## src/inc/tc_pkg.sv

```systemverilog
`default_nettype none
package tc_pkg;

	// Register map, byte addresses on the AXI4-Lite slave
	localparam int        ADDR_W      = 8;
	localparam logic [7:0] OFS_CTRL0   = 8'h00;
	localparam logic [7:0] OFS_CTRL1   = 8'h04;
	localparam logic [7:0] OFS_PWM0    = 8'h08;
	localparam logic [7:0] OFS_PWM1    = 8'h0C;
	localparam logic [7:0] OFS_CMP_LO  = 8'h10;
	localparam logic [7:0] OFS_CMP_HI  = 8'h14;
	localparam logic [7:0] OFS_COUNT   = 8'h18;
	localparam logic [7:0] OFS_SYS     = 8'h1C;

	// counter_control_reg fields
	localparam int RUN_BIT    = 3;
	localparam int FFINIT_BIT = 7;
	localparam int MODE_LSB   = 0;
	localparam int SRC_LSB    = 4;

	// Operating modes, control bits [1:0]
	localparam logic [1:0] MODE_PWM8    = 2'h0;
	localparam logic [1:0] MODE_TIMER16 = 2'h1;
	localparam logic [1:0] MODE_EVENT16 = 2'h2;

	// Source clock taps, control bits [6:4]
	localparam logic [2:0] SRC_DIV11 = 3'h0;
	localparam logic [2:0] SRC_DIV7  = 3'h1;
	localparam logic [2:0] SRC_DIV5  = 3'h2;
	localparam logic [2:0] SRC_DIV3  = 3'h3;
	localparam logic [2:0] SRC_FS    = 3'h4;
	localparam logic [2:0] SRC_DIV1  = 3'h5;
	localparam logic [2:0] SRC_FC    = 3'h6;

	// System register fields
	localparam int DIVSEL_BIT  = 0;
	localparam int LOWSPD_BIT  = 1;

	// Prescaler exponents
	localparam int DIV_W    = 11;
	localparam int EXP_7    = 7;
	localparam int EXP_5    = 5;
	localparam int EXP_3    = 3;
	localparam int FS_DIV_W = 3;

	// Reset values and the 8-bit count limit
	localparam logic [7:0] CTRL_RESET = 8'h00;
	localparam logic [7:0] CMP_RESET  = 8'h00;
	localparam logic [7:0] CNT_MAX    = 8'hFF;

	localparam logic [1:0] RESP_OKAY   = 2'h0;
	localparam logic [1:0] RESP_SLVERR = 2'h2;

endpackage : tc_pkg
`default_nettype wire

```

## src/rtl/pin_sync.sv

```systemverilog
`timescale 1ns/1ns
`default_nettype none
module pin_sync
(
	input  wire logic sys_clk,
	input  wire logic rst_n,
	input  wire logic pin_in,
	output logic      fall_pulse
);

	logic meta_reg;
	logic sync_reg;
	logic last_reg;

	always_ff @(posedge sys_clk)
	begin
		if (!rst_n)
		begin
			meta_reg <= 1'b1;
			sync_reg <= 1'b1;
			last_reg <= 1'b1;
		end
		else
		begin
			meta_reg <= pin_in;
			sync_reg <= meta_reg;
			last_reg <= sync_reg;
		end
	end

	assign fall_pulse = last_reg & ~sync_reg;

endmodule : pin_sync
`default_nettype wire

```

## src/rtl/tick_source.sv

```systemverilog
`timescale 1ns/1ns
`default_nettype none
module tick_source
(
	input  wire logic       sys_clk,
	input  wire logic       rst_n,
	input  wire logic       fs_edge,
	input  wire logic       divider_select,
	input  wire logic       low_speed,
	input  wire logic [5:0] src_sel,
	output logic      [1:0] tick
);

	logic [tc_pkg::DIV_W-1:0]    div_reg;
	logic [tc_pkg::FS_DIV_W-1:0] fs_div_reg;
	wire logic                   fc_11;
	wire logic                   fc_7;
	wire logic                   fc_5;
	wire logic                   fc_3;
	wire logic                   fc_1;
	wire logic                   fs_8;
	wire logic                   slow_tap;

	always_ff @(posedge sys_clk)
	begin
		if (!rst_n)
		begin
			div_reg    <= '0;
			fs_div_reg <= '0;
		end
		else
		begin
			div_reg <= div_reg + 1'b1;
			if (fs_edge)
				fs_div_reg <= fs_div_reg + 1'b1;
		end
	end

	assign fc_11 = &div_reg;
	assign fc_7  = &div_reg[tc_pkg::EXP_7-1:0];
	assign fc_5  = &div_reg[tc_pkg::EXP_5-1:0];
	assign fc_3  = &div_reg[tc_pkg::EXP_3-1:0];
	assign fc_1  = div_reg[0];
	assign fs_8  = fs_edge & (&fs_div_reg);
	// Slowest tap swaps to the low-frequency divider
	assign slow_tap = (divider_select | low_speed) ? fs_8 : fc_11;

	genvar j;
	generate
		for (j = 0; j < 2; j++)
		begin : g_tap
			wire logic [2:0] sel;
			wire logic       fast;
			assign sel = src_sel[j*3 +: 3];
			// High-frequency taps are dead in low-speed modes
			assign fast =
				(sel == tc_pkg::SRC_DIV7) ? fc_7 :
				(sel == tc_pkg::SRC_DIV5) ? fc_5 :
				(sel == tc_pkg::SRC_DIV3) ? fc_3 :
				(sel == tc_pkg::SRC_DIV1) ? fc_1 :
				(sel == tc_pkg::SRC_FC)   ? 1'b1 : 1'b0;
			assign tick[j] =
				(sel == tc_pkg::SRC_DIV11) ? slow_tap :
				(sel == tc_pkg::SRC_FS)    ? fs_edge :
				(fast & ~low_speed);
		end
	endgenerate

endmodule : tick_source
`default_nettype wire

```

## src/rtl/paired_timer_pwm_event_counter.sv

```systemverilog
`timescale 1ns/1ns
`default_nettype none
module paired_timer_pwm_event_counter
(
	input  wire logic                      sys_clk,
	input  wire logic                      rst_n,
	input  wire logic [tc_pkg::ADDR_W-1:0] s_axi_awaddr,
	input  wire logic                      s_axi_awvalid,
	output logic                           s_axi_awready,
	input  wire logic [31:0]               s_axi_wdata,
	input  wire logic [3:0]                s_axi_wstrb,
	input  wire logic                      s_axi_wvalid,
	output logic                           s_axi_wready,
	output logic [1:0]                     s_axi_bresp,
	output logic                           s_axi_bvalid,
	input  wire logic                      s_axi_bready,
	input  wire logic [tc_pkg::ADDR_W-1:0] s_axi_araddr,
	input  wire logic                      s_axi_arvalid,
	output logic                           s_axi_arready,
	output logic [31:0]                    s_axi_rdata,
	output logic [1:0]                     s_axi_rresp,
	output logic                           s_axi_rvalid,
	input  wire logic                      s_axi_rready,
	input  wire logic                      count_input_pin,
	input  wire logic                      low_freq_clock,
	output logic [1:0]                     modulated_out_pin,
	output logic [1:0]                     counter_match_irq
);

	logic [7:0]                aw_addr_reg;
	logic                      aw_have_reg;
	logic [7:0]                w_data_reg;
	logic                      w_lane0_reg;
	logic                      w_have_reg;
	logic                      bvalid_reg;
	logic [1:0]                bresp_reg;
	logic                      awready_reg;
	logic                      wready_reg;
	logic                      arready_reg;
	logic                      rvalid_reg;
	logic [31:0]               rdata_reg;
	logic [1:0]                rresp_reg;
	logic [7:0]                ctrl_reg [2];
	logic [7:0]                pwm_active_reg [2];
	logic [7:0]                pwm_hold_reg [2];
	logic [7:0]                cnt_reg [2];
	logic [1:0]                pin_reg;
	logic [1:0]                irq_reg;
	logic [7:0]                cmp_lo_reg;
	logic [7:0]                cmp_hi_reg;
	logic [1:0]                sys_reg;

	wire logic                 aw_take;
	wire logic                 w_take;
	wire logic                 ar_take;
	wire logic                 wr_fire;
	wire logic                 wr_ok;
	wire logic                 aw_have_next;
	wire logic                 w_have_next;
	wire logic                 bvalid_next;
	wire logic                 rvalid_next;
	wire logic                 wr_hit;
	wire logic                 rd_hit;
	wire logic [31:0]          rd_word;
	wire logic [7:0]           wr_byte;
	wire logic                 fs_edge;
	wire logic                 count_fall;
	wire logic [1:0]           tick;
	wire logic [1:0]           mode_up;
	wire logic                 cascade;
	wire logic                 casc_run;
	wire logic                 casc_inc;
	wire logic                 casc_hit;
	wire logic [15:0]          casc_cnt;
	wire logic [15:0]          casc_next;

	pin_sync u_fs_sync
	(
		.sys_clk    (sys_clk),
		.rst_n      (rst_n),
		.pin_in     (low_freq_clock),
		.fall_pulse (fs_edge)
	);

	pin_sync u_count_sync
	(
		.sys_clk    (sys_clk),
		.rst_n      (rst_n),
		.pin_in     (count_input_pin),
		.fall_pulse (count_fall)
	);

	tick_source u_ticks
	(
		.sys_clk        (sys_clk),
		.rst_n          (rst_n),
		.fs_edge        (fs_edge),
		.divider_select (sys_reg[tc_pkg::DIVSEL_BIT]),
		.low_speed      (sys_reg[tc_pkg::LOWSPD_BIT]),
		.src_sel        ({ctrl_reg[1][tc_pkg::SRC_LSB +: 3],
			ctrl_reg[0][tc_pkg::SRC_LSB +: 3]}),
		.tick           (tick)
	);

	// AXI4-Lite channel bookkeeping; one write and one read in flight
	assign aw_take      = s_axi_awvalid & awready_reg;
	assign w_take       = s_axi_wvalid & wready_reg;
	assign ar_take      = s_axi_arvalid & arready_reg;
	assign wr_fire      = aw_have_reg & w_have_reg & ~bvalid_reg;
	assign aw_have_next = (aw_have_reg & ~wr_fire) | aw_take;
	assign w_have_next  = (w_have_reg & ~wr_fire) | w_take;
	assign bvalid_next  = (bvalid_reg & ~s_axi_bready) | wr_fire;
	assign rvalid_next  = (rvalid_reg & ~s_axi_rready) | ar_take;
	assign wr_byte      = w_data_reg;
	assign wr_ok        = wr_fire & w_lane0_reg;

	assign wr_hit = (aw_addr_reg == tc_pkg::OFS_CTRL0) ||
		(aw_addr_reg == tc_pkg::OFS_CTRL1) ||
		(aw_addr_reg == tc_pkg::OFS_PWM0) ||
		(aw_addr_reg == tc_pkg::OFS_PWM1) ||
		(aw_addr_reg == tc_pkg::OFS_CMP_LO) ||
		(aw_addr_reg == tc_pkg::OFS_CMP_HI) ||
		(aw_addr_reg == tc_pkg::OFS_COUNT) ||
		(aw_addr_reg == tc_pkg::OFS_SYS);
	assign rd_hit = (s_axi_araddr == tc_pkg::OFS_CTRL0) ||
		(s_axi_araddr == tc_pkg::OFS_CTRL1) ||
		(s_axi_araddr == tc_pkg::OFS_PWM0) ||
		(s_axi_araddr == tc_pkg::OFS_PWM1) ||
		(s_axi_araddr == tc_pkg::OFS_CMP_LO) ||
		(s_axi_araddr == tc_pkg::OFS_CMP_HI) ||
		(s_axi_araddr == tc_pkg::OFS_COUNT) ||
		(s_axi_araddr == tc_pkg::OFS_SYS);

	// Compare reads show the active value, never the holding stage
	assign rd_word =
		(s_axi_araddr == tc_pkg::OFS_CTRL0)  ? {24'h0, ctrl_reg[0]} :
		(s_axi_araddr == tc_pkg::OFS_CTRL1)  ? {24'h0, ctrl_reg[1]} :
		(s_axi_araddr == tc_pkg::OFS_PWM0)   ? {24'h0, pwm_active_reg[0]} :
		(s_axi_araddr == tc_pkg::OFS_PWM1)   ? {24'h0, pwm_active_reg[1]} :
		(s_axi_araddr == tc_pkg::OFS_CMP_LO) ? {24'h0, cmp_lo_reg} :
		(s_axi_araddr == tc_pkg::OFS_CMP_HI) ? {24'h0, cmp_hi_reg} :
		(s_axi_araddr == tc_pkg::OFS_COUNT)  ? {16'h0, casc_cnt} :
		(s_axi_araddr == tc_pkg::OFS_SYS)    ? {30'h0, sys_reg} : 32'h0;

	always_ff @(posedge sys_clk)
	begin
		if (!rst_n)
		begin
			aw_have_reg <= 1'b0;
			w_have_reg  <= 1'b0;
			aw_addr_reg <= 8'h00;
			w_data_reg  <= 8'h00;
			w_lane0_reg <= 1'b0;
			bvalid_reg  <= 1'b0;
			bresp_reg   <= tc_pkg::RESP_OKAY;
			awready_reg <= 1'b0;
			wready_reg  <= 1'b0;
			arready_reg <= 1'b0;
			rvalid_reg  <= 1'b0;
			rdata_reg   <= 32'h0;
			rresp_reg   <= tc_pkg::RESP_OKAY;
		end
		else
		begin
			aw_have_reg <= aw_have_next;
			w_have_reg  <= w_have_next;
			bvalid_reg  <= bvalid_next;
			rvalid_reg  <= rvalid_next;
			awready_reg <= ~aw_have_next & ~bvalid_next;
			wready_reg  <= ~w_have_next & ~bvalid_next;
			arready_reg <= ~rvalid_next;
			if (aw_take)
				aw_addr_reg <= s_axi_awaddr;
			if (w_take)
			begin
				w_data_reg  <= s_axi_wdata[7:0];
				w_lane0_reg <= s_axi_wstrb[0];
			end
			if (wr_fire)
				bresp_reg <= wr_hit ? tc_pkg::RESP_OKAY : tc_pkg::RESP_SLVERR;
			if (ar_take)
			begin
				rdata_reg <= rd_word;
				rresp_reg <= rd_hit ? tc_pkg::RESP_OKAY : tc_pkg::RESP_SLVERR;
			end
		end
	end

	// Cascaded 16-bit timer / event counter, steered by the upper control
	assign mode_up  = ctrl_reg[1][tc_pkg::MODE_LSB +: 2];
	assign cascade  = (mode_up == tc_pkg::MODE_TIMER16) ||
		(mode_up == tc_pkg::MODE_EVENT16);
	assign casc_run = cascade & ctrl_reg[1][tc_pkg::RUN_BIT];
	// Internal tap in timer mode, pin falling edge in event mode
	assign casc_inc = casc_run &
		((mode_up == tc_pkg::MODE_EVENT16) ? count_fall : tick[0]);
	assign casc_cnt = {cnt_reg[1], cnt_reg[0]};
	// Compare bytes used directly, no holding stage
	assign casc_hit = casc_inc & (casc_cnt == {cmp_hi_reg, cmp_lo_reg});
	assign casc_next = !casc_run ? 16'h0 :
		casc_hit ? 16'h0 :
		casc_inc ? casc_cnt + 16'h1 : casc_cnt;

	always_ff @(posedge sys_clk)
	begin
		if (!rst_n)
		begin
			cmp_lo_reg <= tc_pkg::CMP_RESET;
			cmp_hi_reg <= tc_pkg::CMP_RESET;
			sys_reg    <= 2'h0;
		end
		else if (wr_ok)
		begin
			if (aw_addr_reg == tc_pkg::OFS_CMP_LO)
				cmp_lo_reg <= wr_byte;
			if (aw_addr_reg == tc_pkg::OFS_CMP_HI)
				cmp_hi_reg <= wr_byte;
			if (aw_addr_reg == tc_pkg::OFS_SYS)
				sys_reg <= wr_byte[1:0];
		end
	end

	genvar j;
	generate
		for (j = 0; j < 2; j++)
		begin : g_ch
			wire logic [7:0] ofs_ctrl;
			wire logic [7:0] ofs_pwm;
			wire logic       running;
			wire logic       pwm_on;
			wire logic       pwm_step;
			wire logic       pwm_match;
			wire logic       pwm_ovf;
			wire logic       ctrl_wr;
			wire logic       pwm_wr;
			wire logic       ff_load;

			assign ofs_ctrl = (j == 0) ? tc_pkg::OFS_CTRL0 : tc_pkg::OFS_CTRL1;
			assign ofs_pwm  = (j == 0) ? tc_pkg::OFS_PWM0 : tc_pkg::OFS_PWM1;
			assign running  = ctrl_reg[j][tc_pkg::RUN_BIT];
			assign pwm_on   = running & ~cascade &
				(ctrl_reg[j][tc_pkg::MODE_LSB +: 2] == tc_pkg::MODE_PWM8);
			assign pwm_step  = pwm_on & tick[j];
			assign pwm_match = pwm_step &
				(cnt_reg[j] == pwm_active_reg[j]);
			assign pwm_ovf   = pwm_step & (cnt_reg[j] == tc_pkg::CNT_MAX);
			assign ctrl_wr   = wr_ok & (aw_addr_reg == ofs_ctrl);
			assign pwm_wr    = wr_ok & (aw_addr_reg == ofs_pwm);
			// Only a write that finds the counter stopped moves the level,
			// so the stopping write itself leaves the pin alone
			assign ff_load   = ctrl_wr & ~running;

			always_ff @(posedge sys_clk)
			begin
				if (!rst_n)
				begin
					ctrl_reg[j]       <= tc_pkg::CTRL_RESET;
					pwm_active_reg[j] <= tc_pkg::CMP_RESET;
					pwm_hold_reg[j]   <= tc_pkg::CMP_RESET;
					cnt_reg[j]        <= 8'h00;
					pin_reg[j]        <= 1'b1;
					irq_reg[j]        <= 1'b0;
				end
				else
				begin
					if (ctrl_wr)
						ctrl_reg[j] <= wr_byte;
					if (pwm_wr)
						pwm_hold_reg[j] <= wr_byte;
					if (pwm_wr && !pwm_on)
						pwm_active_reg[j] <= wr_byte;
					else if (pwm_ovf)
						pwm_active_reg[j] <= pwm_hold_reg[j];
					if (cascade)
						cnt_reg[j] <= casc_next[j*8 +: 8];
					else if (!pwm_on || pwm_ovf)
						cnt_reg[j] <= 8'h00;
					else if (pwm_step)
						cnt_reg[j] <= cnt_reg[j] + 8'h01;
					// Pin register holds the inverse of the flip-flop
					if (ff_load)
						pin_reg[j] <= ~wr_byte[tc_pkg::FFINIT_BIT];
					else if (pwm_match ^ pwm_ovf)
						pin_reg[j] <= ~pin_reg[j];
					irq_reg[j] <= pwm_ovf | ((j == 1) & casc_hit);
				end
			end
		end
	endgenerate

	assign s_axi_awready     = awready_reg;
	assign s_axi_wready      = wready_reg;
	assign s_axi_bvalid      = bvalid_reg;
	assign s_axi_bresp       = bresp_reg;
	assign s_axi_arready     = arready_reg;
	assign s_axi_rvalid      = rvalid_reg;
	assign s_axi_rdata       = rdata_reg;
	assign s_axi_rresp       = rresp_reg;
	assign modulated_out_pin = pin_reg;
	assign counter_match_irq = irq_reg;

endmodule : paired_timer_pwm_event_counter
`default_nettype wire

```

## config.mk

```make
export PLATFORM = sky130hd
export DESIGN_NAME = paired_timer_pwm_event_counter
export DESIGN_NICKNAME = d
export VERILOG_FILES = /design/src/inc/tc_pkg.sv /design/src/rtl/pin_sync.sv /design/src/rtl/tick_source.sv /design/src/rtl/paired_timer_pwm_event_counter.sv
export SDC_FILE = /design/constraint.sdc
export NUM_CORES = 1
export LEC_CHECK = 0
export ABC_CLOCK_PERIOD_IN_PS = 9150
export BUFFER_PORTS_ARGS = -buffer_cell sky130_fd_sc_hd__buf_2
export CELL_PAD_IN_SITES_DETAIL_PLACEMENT = 0
export CELL_PAD_IN_SITES_GLOBAL_PLACEMENT = 1
export CORE_MARGIN = 1.5
export CORE_UTILIZATION = 48
export DETAILED_ROUTE_END_ITERATION = 7
export PLACE_DENSITY_LB_ADDON = 0.1
export SETUP_SLACK_MARGIN = 0.02
export SLEW_MARGIN = 30
export SYNTH_ARGS = -nofsm -noshare
export SYNTH_HDL_FRONTEND = slang
export SYNTH_HIERARCHICAL = 1
export SYNTH_SLANG_ARGS = --single-unit
```

## constraint.sdc

```tcl
create_clock -name sys_clk -period 9.15 [get_ports sys_clk]
set_input_delay 0 -clock sys_clk [delete_from_list [all_inputs] [get_ports sys_clk]]
set_output_delay 0 -clock sys_clk [all_outputs]
set_load 0.01 [all_outputs]
```

==> impl_metrics.toml, run 1 <==
[synthesis]
syn_inst = 753
yosysSeqAreaShare_pct = 48.8
synth_flop_cell = "dfxtp_1"
ys_warn_count = 6
ys_ff_latch = 148
synthArstFlopShare_pct = 0
synth_area_mm2 = 0.00738
synth_edf_count = 64
synth.avg_cell_area_um2 = 9.80
synth.distinct_cells = 67

[floorplan]
io_pins = 106
core_mm2 = 0.0151
num_rows = 45
die_h_um = 127
dieArea_mm2 = 0.0161
start_util_pct = 48.9
die_w_um = 127

[cells_and_area]
antenna_cells = 0
multi_input_area_mm2 = 0.00348
area_growth_pct = 14.7
regArea_mm2 = 0.00360
final_layout_size_suffix_gt1_share_pct = 13.7
fin_util_pct = 56.1
layoutNonFillerInstCount = 1011
fill_cells = 1318
layout.nets = 881
fin_area_mm2 = 0.00847

[flow_run]
maxCapViolCount = 0

[setup_path]
cp-start-kind = "flip-flop"
crit_chain = "ha_1, and3_1, ha_1, o21a_1, nor2_1, a311oi_1, a22o_1, mux2i_1, nor4_1, a21oi_2, o21ai_0, nor3_1"
cp_data_required_time_ps = 9300
r2r_setup_slack_ps = 5480
crit_top_cell = "ha_1"
end_kind = "flip-flop"
crit_type = "reg -> reg"
timing.critical_path.slowest_cell_delay_ps = 550
critPathArrivalTime_ps = 3820
crit_buf_inv = 0
critPathTopFamily = "compound AO/OA/AOI/OAI gates"
path_max_fanout = 9
cp_slowest_cell = "o21ai_0"

[sta]
rsz0062_at_grt = "no"
fin_skew_ps = 6.98
setup_viol = 0
fin_crit_sh_pct = 40.1
max_freq_mhz = 272
period_minus_slack_ps = 3670
max_slew_margin_pct = 45.2
tns_ps = 0
worstMarginPinSlew_ps = 822
drv_slew = 0
finalHoldViolCount = 0

[global_route]
grt_antenna_before_repair = 0
grt_use_total_pct = 24.2
grt_pass1_wl_um = 29400
grt_pass1_vias = 5342
overflow = 0
grt_max_degree = 57

[clock_tree]
clk_latency_ps = 420
clkSlewWorstSetupHoldPaths_ps = 60
cts_num_sinks = 148
cts_post_setup_buffers_inserted = 0
cts_inserted_buffers = 17
tritoncts = "yes"
ctsHtreeMaxLevel = 4
cts-root-buf = "clkbuf_16"
clk_path_buf_depth = 2
cts_resized = 0

[routing]
drtPass1Iterations = 5
viasPerCell = 5.63
ant_nets = 0
wl_per_cell_um = 18.7
drtIter0Drc = 380
vias = 5694
drc = 0
wl_um = 18900

[worst_hold_path]
holdCritPathClass = "in -> reg"

[placed_design]
dp_cells = 957
gp_congestion = 0.870
dp_hpwl_um = 13300
port_buffers = 60
place_area_mm2 = 0.00768

[status]
status = "completed"

[pwr]
powerDensity_mw_per_mm2 = 176
vdd_drop_max_uv = 123
p_leak_nw = 3.27
==> final cells by class <==
| cell class | instances | share of cell area, % |
|---|---|---|
| repair buffers | 85 | 6.44 |
| clock inverters | 6 | 0.502 |
| flip-flops and latches | 148 | 42.5 |
| well taps | 188 | 2.78 |
| clock buffers | 25 | 6.10 |
| inverters | 11 | 0.488 |
| multi-input cells | 548 | 41.1 |
==> logic make-up after synthesis <==
logic type	after synthesis	share of synthesized area, %
compound gates	142	12.7
xor+xnor	47	5.58
fa+ha+maj	9	1.53
buf+inv	74	4.92
flops	148	48.8
mux	26	3.56
other cells	1	0.0508
simple gates	306	22.8
==> per-layer routing <==
layer,GRT usage (%),wire length [um]
met5,0,0
met1,33.6,9000
met2,38.4,8750
met3,4.48,832
met4,7.55,294
==> cell usage after synthesis, types with 7 or more instances <==
cell type   n  share of area, %
dfxtp_1    84                23
nand2_1    84               4.3
edfxtp_1   64                26
a21oi_1    51               3.5
and2_1     49               4.2
nor2_1     46               2.3
clkbuf_1   36               1.8
xnor2_1    27               3.2
o21ai_0    25               1.7
mux2i_1    24               3.3
xor2_1     20               2.4
buf_4      19               1.9
nor2b_1    19               1.6
nand2b_1   18               1.5
a22o_1     17               2.0
nand3_1    17               1.2
nor3_1     13              0.88
inv_1      11              0.56
nand4_1    10              0.85
nor4_1     10              0.85
ha_1        9               1.5
a22oi_1     8              0.81
and3_1      7              0.59
==> per-stage QoR <==
step	power, mW	setup slack (ps)	hold WS [ps]
2_1_floorplan	0.809	6240	73.0
3_3_place_gp	0.837	5570	179
3_5_place_dp	0.840	5540	193
4_1_cts	1.50	5510	53.1
5_1_grt	1.54	5240	94.0
6_report	1.49	5480	67.2
==> cell usage in the layout, fill, tap and decap left out, drive strengths merged, types with 19 or more instances in the layout <==
cell	count
nor2b	19
xor2	20
dlygate4sd3	23
xnor2	27
a21oi	52
buf	62
and2	49
o21ai	26
clkbuf	25
mux2i	24
dfxtp	84
edfxtp	64
nor2	47
nand2	85
==> worst register-to-register path, cell delays in order, from the launching register on <==
cell	delay [ps]
dfxtp_1	440
ha_1	210
and3_1	330
ha_1	260
o21a_1	140
nor2_1	30
a311oi_1	280
a22o_1	220
mux2i_1	150
nor4_1	430
a21oi_2	230
o21ai_0	550
nor3_1	120
==> timing repair <==
item / CTS / global route
endpoints found under the setup margin: 0 / 0
hold buffers: 23 / 0
endpoints found under the hold margin: 24 / 0
==> path summary, 6_finish.rpt <==
path                              start                    end  cells after the start
setup / recovery     u_ticks/div_reg[0]          cnt_reg[1][2]                     12
hold / removal             s_axi_wvalid             w_have_reg                      3
setup reg to reg     u_ticks/div_reg[0]          cnt_reg[1][2]                     12
hold reg to reg   u_count_sync/meta_reg  u_count_sync/sync_reg                      1
==> report_power, final <==
group / total (mW) / internal [mW] / switching, mW
Combinational: 0.0975 / 0.0404 / 0.0571
Clock: 0.657 / 0.391 / 0.266
Sequential: 0.737 / 0.709 / 0.0279
Total: 1.49 / 1.14 / 0.351
(Power assumes the default switching activity.)
==> run 2: changes to the inputs <==
Settings changed: ABC_CLOCK_PERIOD_IN_PS 9150 to 3840, CORE_UTILIZATION 48 to 44.
Clock period 9.15 ns to 3.84 ns, I/O delays scaled along.
==> run 2 against run 1 <==
Combinational power rose by 140%. Core utilization fell by 4.4 points. Global-route usage fell by 1.8 points. Count of clock-buffer cells in the layout fell by 1. Via count fell by 0.74%. Hold slack improved by 2.0 ps. Register-to-register slack got worse by 5100 ps. Sequential power rose by 140%. Clock power rose by 140%. Total power rose by 140%. Sequential share of layout area fell by 0.20 points. Worst setup slack got worse by 5100 ps. Largest cell class unchanged. Highest routed layer unchanged.
==> impl_metrics.toml, run 2 (synthesized netlist as in run 1, its figures left out) <==
[status]
status = "completed"

[sta]
rsz0062_at_grt = "no"
max_freq_mhz = 293
fin_crit_sh_pct = 89.0
fin_skew_ps = 7.58
max_slew_margin_pct = 44.9
finalHoldViolCount = 0
tns_ps = 0
worstMarginPinSlew_ps = 827
setup_viol = 0
period_minus_slack_ps = 3420
drv_slew = 0
worst_slack_ps = 424

[global_route]
overflow = 0
grt_pass1_wl_um = 29900
grt_antenna_before_repair = 0
grt_pass1_vias = 5286
grt_max_degree = 57
grt_use_total_pct = 22.3

[routing]
drtIter0Drc = 456
wl_per_cell_um = 18.4
wl_um = 19200
viasPerCell = 5.41
vias = 5652
drc = 0
drtPass1Iterations = 5
ant_nets = 0

[clock_tree]
clk_path_buf_depth = 2
ctsHtreeMaxLevel = 4
cts_num_sinks = 148
cts_post_setup_buffers_inserted = 0
tritoncts = "yes"
cts-root-buf = "clkbuf_16"
clk_latency_ps = 430
clkSlewWorstSetupHoldPaths_ps = 60
cts_inserted_buffers = 17

[cells_and_area]
final_cell_mix = "nand2_1, dfxtp_1, edfxtp_1"
layoutNonFillerInstCount = 1044
layout.nets = 881
final_layout_size_suffix_gt1_share_pct = 14.0
area_growth_pct = 15.3
antenna_cells = 0
fin_area_mm2 = 0.00851

[floorplan]
dieArea_mm2 = 0.0176
core_mm2 = 0.0165
start_util_pct = 44.8
io_pins = 106
die_w_um = 133
num_rows = 47
die_h_um = 133

[pwr]
power_mw = 3.57
vdd_drop_max_uv = 298
powerDensity_mw_per_mm2 = 420
p_leak_nw = 3.28

[setup_path]
r2r_setup_slack_ps = 420
cp_data_required_time_ps = 4000
cp-start-kind = "flip-flop"
r2r_cells = 12
cp-endpoint = "cnt_reg[1][2]"
crit_type = "reg -> reg"
crit_start = "u_ticks/div_reg[0]"
r2r-end = "cnt_reg[1][2]"
critPathArrivalTime_ps = 3580
path_max_fanout = 9
end_kind = "flip-flop"
r2r-start = "u_ticks/div_reg[0]"

[placed_design]
port_buffers = 60
dp_slack_ps = 291
gp_congestion = 0.892
place_area_mm2 = 0.00773
dp_hpwl_um = 13600
dp_cells = 991

[worst_hold_path]
holdCritPathClass = "in -> reg"

[flow_run]
maxCapViolCount = 0
-- run 2: cell count changes in the layout (fill, tap and decap cells not counted), moves of 2 or more --
cell / previous run / this run
clkbuf_8: 4 / 2
clkinv_1: 0 / 2
dlygate4sd3_1: 23 / 21
clkinvlp_4: 2 / 0
buf_4: 2 / 4
-- run 2: worst min-delay path by stage --
stage              startpoint                     to  slack [ps]  cells past startpoint
2_1_floorplan           rst_n  u_count_sync/last_reg          70                      1
4_1_cts         s_axi_awvalid            aw_have_reg          70                      3
5_1_grt         s_axi_awvalid          s_axi_awready         100                      3
3_3_place_gp   low_freq_clock     u_fs_sync/meta_reg         180                      2
6_report         s_axi_wvalid             w_have_reg          70                      3
3_5_place_dp   low_freq_clock     u_fs_sync/meta_reg         180                      2
-- run 2: cell type report --
class / instances / area, um^2
multi-input cells: 548 / 3490
well taps: 220 / 275
inverters: 11 / 41.3
fillers: 1529 / 7960
repair buffers: 85 / 541
clock inverters: 8 / 46.3
clock buffers: 24 / 514
flip-flops and latches: 148 / 3600
-- run 2: stage by stage --
step	utilization, %	hold WS [ps]
floorplan	-	73.0
global route	51.7	97.0
global placement	46.9	181
finish	51.7	69.3
CTS	51.6	66.7
detailed placement	46.9	183
-- run 2: what timing repair did --
item                                    4_1_cts  5_1_grt
hold endpoints to repair                     22        0
resized for setup                             0        2
endpoints found under the setup margin        0       13
hold buffers                                 21        0
-- run 2: worst max-delay path: stages (launching register included) --
cell	delay (ps)
dfxtp_1	410
ha_1	200
and3_1	330
ha_1	240
o21a_1	130
nor2_1	30
a311oi_1	270
a22o_1	240
mux2i_1	140
nor4_1	450
a21oi_2	240
o21ai_1	380
nor3_1	110
-- run 2: metal layers --
layer  vias up  global-route usage, %  routed length (um)
met5         -                      0                   0
met1      2714                   31.3                9200
met2       152                   34.6                8730
li1       2758                      -                   -
met3        28                   4.90                 909
met4         0                   6.96                 355
-- run 2: where the power goes --
part           internal [mW]  total [mW]  leakage, nW  switching, mW
Clock                  0.933        1.58        0.280          0.649
Combinational         0.0963       0.233         1.63          0.136
Sequential              1.69        1.76         1.37         0.0662
Total                   2.72        3.57         3.28          0.852
==> run 3: changes to the inputs <==
Settings changed: BUFFER_PORTS_ARGS -buffer_cell sky130_fd_sc_hd__buf_2 to unset, CORE_UTILIZATION 44 to 49, DONT_BUFFER_PORTS set to 1.
==> run 3 against run 2 <==
The flow now finishes with violations (design-rule violations). Count of clock-buffer cells in the layout down 4. Critical path depth unchanged. Clock skew grew 1.1 ps. Maximum frequency barely moved. Clock power up 9%. Global-route usage up 2.7 points. Largest power group unchanged.
==> impl_metrics.toml, run 3 (synthesized netlist as in run 1, its figures left out) <==
[status]
status = "complete, but fails checks"
violations = "design-rule violations"

[floorplan]
start_util_pct = 50.4
io_pins = 106
die_h_um = 126
dieArea_mm2 = 0.0158
die_w_um = 126
num_rows = 44
core_mm2 = 0.0146

[routing]
drtIter0Drc = 432
wl_per_cell_um = 19.7
drtPass1Iterations = 8
viasPerCell = 5.81
wl_um = 19400
vias = 5707
ant_nets = 0
drc = 4

[pwr]
vdd_drop_max_uv = 298
powerDensity_mw_per_mm2 = 433
p_leak_nw = 3.19
power_mw = 3.70

[setup_path]
cp-start-kind = "flip-flop"
crit_start = "u_ticks/div_reg[0]"
r2r_setup_slack_ps = 430
path_max_fanout = 9
crit_type = "reg -> reg"
critPathArrivalTime_ps = 3580
cp-endpoint = "cnt_reg[0][7]"
r2r_cells = 12
end_kind = "flip-flop"
r2r-end = "cnt_reg[0][7]"
r2r-start = "u_ticks/div_reg[0]"
cp_data_required_time_ps = 4000

[placed_design]
gp_congestion = 0.887
port_buffers = 0
dp_slack_ps = 340
dp_cells = 895
dp_hpwl_um = 13100

[clock_tree]
tritoncts = "yes"
cts_num_sinks = 148
clk_path_buf_depth = 2
cts_inserted_buffers = 17
cts-root-buf = "clkbuf_16"
clk_latency_ps = 430
ctsHtreeMaxLevel = 4
clkSlewWorstSetupHoldPaths_ps = 60

[cells_and_area]
final_layout_size_suffix_gt1_share_pct = 7.39
final_cell_mix = "nand2_1, dfxtp_1, edfxtp_1"
regArea_mm2 = 0.00360
multi_input_area_mm2 = 0.00349
area_growth_pct = 16.0
fill_cells = 1263
layout.nets = 855
antenna_cells = 0
layoutNonFillerInstCount = 982

[sta]
rsz0062_at_grt = "no"
tns_ps = 0
period_minus_slack_ps = 3410
worstMarginPinSlew_ps = 780
setup_viol = 0
fin_crit_sh_pct = 88.9
drv_slew = 0
max_slew_margin_pct = 48.0
max_freq_mhz = 293
finalHoldViolCount = 0
fin_skew_ps = 8.71
worst_slack_ps = 425

[flow_run]
maxCapViolCount = 0

[global_route]
grt_antenna_before_repair = 0
overflow = 0
grt_pass1_vias = 5415
grt_pass1_wl_um = 30100
grt_max_degree = 43
grt_use_total_pct = 25.0

[worst_hold_path]
holdCritPathClass = "in -> reg"
worstHoldStart = "s_axi_araddr[2]"
[run 3: cell count changes in the layout (fill, tap and decap cells not counted)]
cell / before / now
buf_12: 0 / 1
buf_2: 60 / 0
bufinv_16: 0 / 3
clkbuf_1: 3 / 1
clkbuf_16: 19 / 17
clkinv_1: 2 / 1
clkinv_4: 1 / 0
clkinvlp_4: 0 / 2
dlygate4sd3_1: 21 / 54
inv_4: 1 / 0
inv_6: 1 / 3
o21ai_0: 24 / 25
o21ai_1: 1 / 0
[run 3: what timing repair did]
| item | in CTS | in global routing |
|---|---|---|
| resized for setup | 0 | 1 |
| endpoints found under the setup margin | 0 | 7 |
| buffers inserted | 0 | 0 |
| hold endpoints to repair | 96 | 8 |
| hold buffers | 54 | 1 |
[run 3: worst min path at each step]
stage,endpoint,cells after the start,slack (ps)
CTS,s_axi_rdata[1],3,0.3
global route,s_axi_rdata[0],3,10
detailed placement,u_count_sync/meta_reg,1,80
global placement,u_count_sync/meta_reg,1,80
finish,s_axi_rdata[0],3,20
floorplan,u_count_sync/last_reg,1,70
[run 3: area by class of cell]
class,count,share of cell area [%]
Timing Repair Buffer,59,6.90
Inverter,11,0.482
Clock inverter,12,1.75
Sequential cell,148,42.1
Multi-Input combinational cell,548,40.7
Tap cell,184,2.69
Clock buffer,20,5.33
[run 3: where the power goes]
part	leakage (nW)	switching, mW	total (mW)	internal (mW)
Combinational	1.53	0.122	0.223	0.101
Clock	0.295	0.662	1.72	1.06
Sequential	1.37	0.0732	1.76	1.69
[run 3: through the flow]
stage	hold WS [ps]	area (um^2)	utilization, %
floorplan	73.0	7450	-
global placement	77.7	7380	50.4
detailed placement	81.0	7380	50.4
CTS	0.323	8540	58.3
global route	10.8	8560	58.5
finish	22.0	8560	58.5
[run 3: per-layer routing]
| layer | track usage (%) | up-vias | share of wire, % |
|---|---|---|---|
| met4 | 9.20 | 0 | 2.3 |
| li1 | - | 2723 | - |
| met3 | 5.18 | 30 | 5.4 |
| met5 | 0 | - | 0 |
| met1 | 34.0 | 2755 | 46 |
| met2 | 39.7 | 199 | 47 |
[run 3: critical path, stage by stage, from the launching register on]
cell and delay, ps:
dfxtp_1 450, ha_1 200, and3_1 330, ha_1 250, o21a_1 140, nor2_1 40
a311oi_1 250, a22o_1 220, mux2i_1 140, nor4_1 420, a21oi_2 230, o21ai_2 380
nor2_1 90
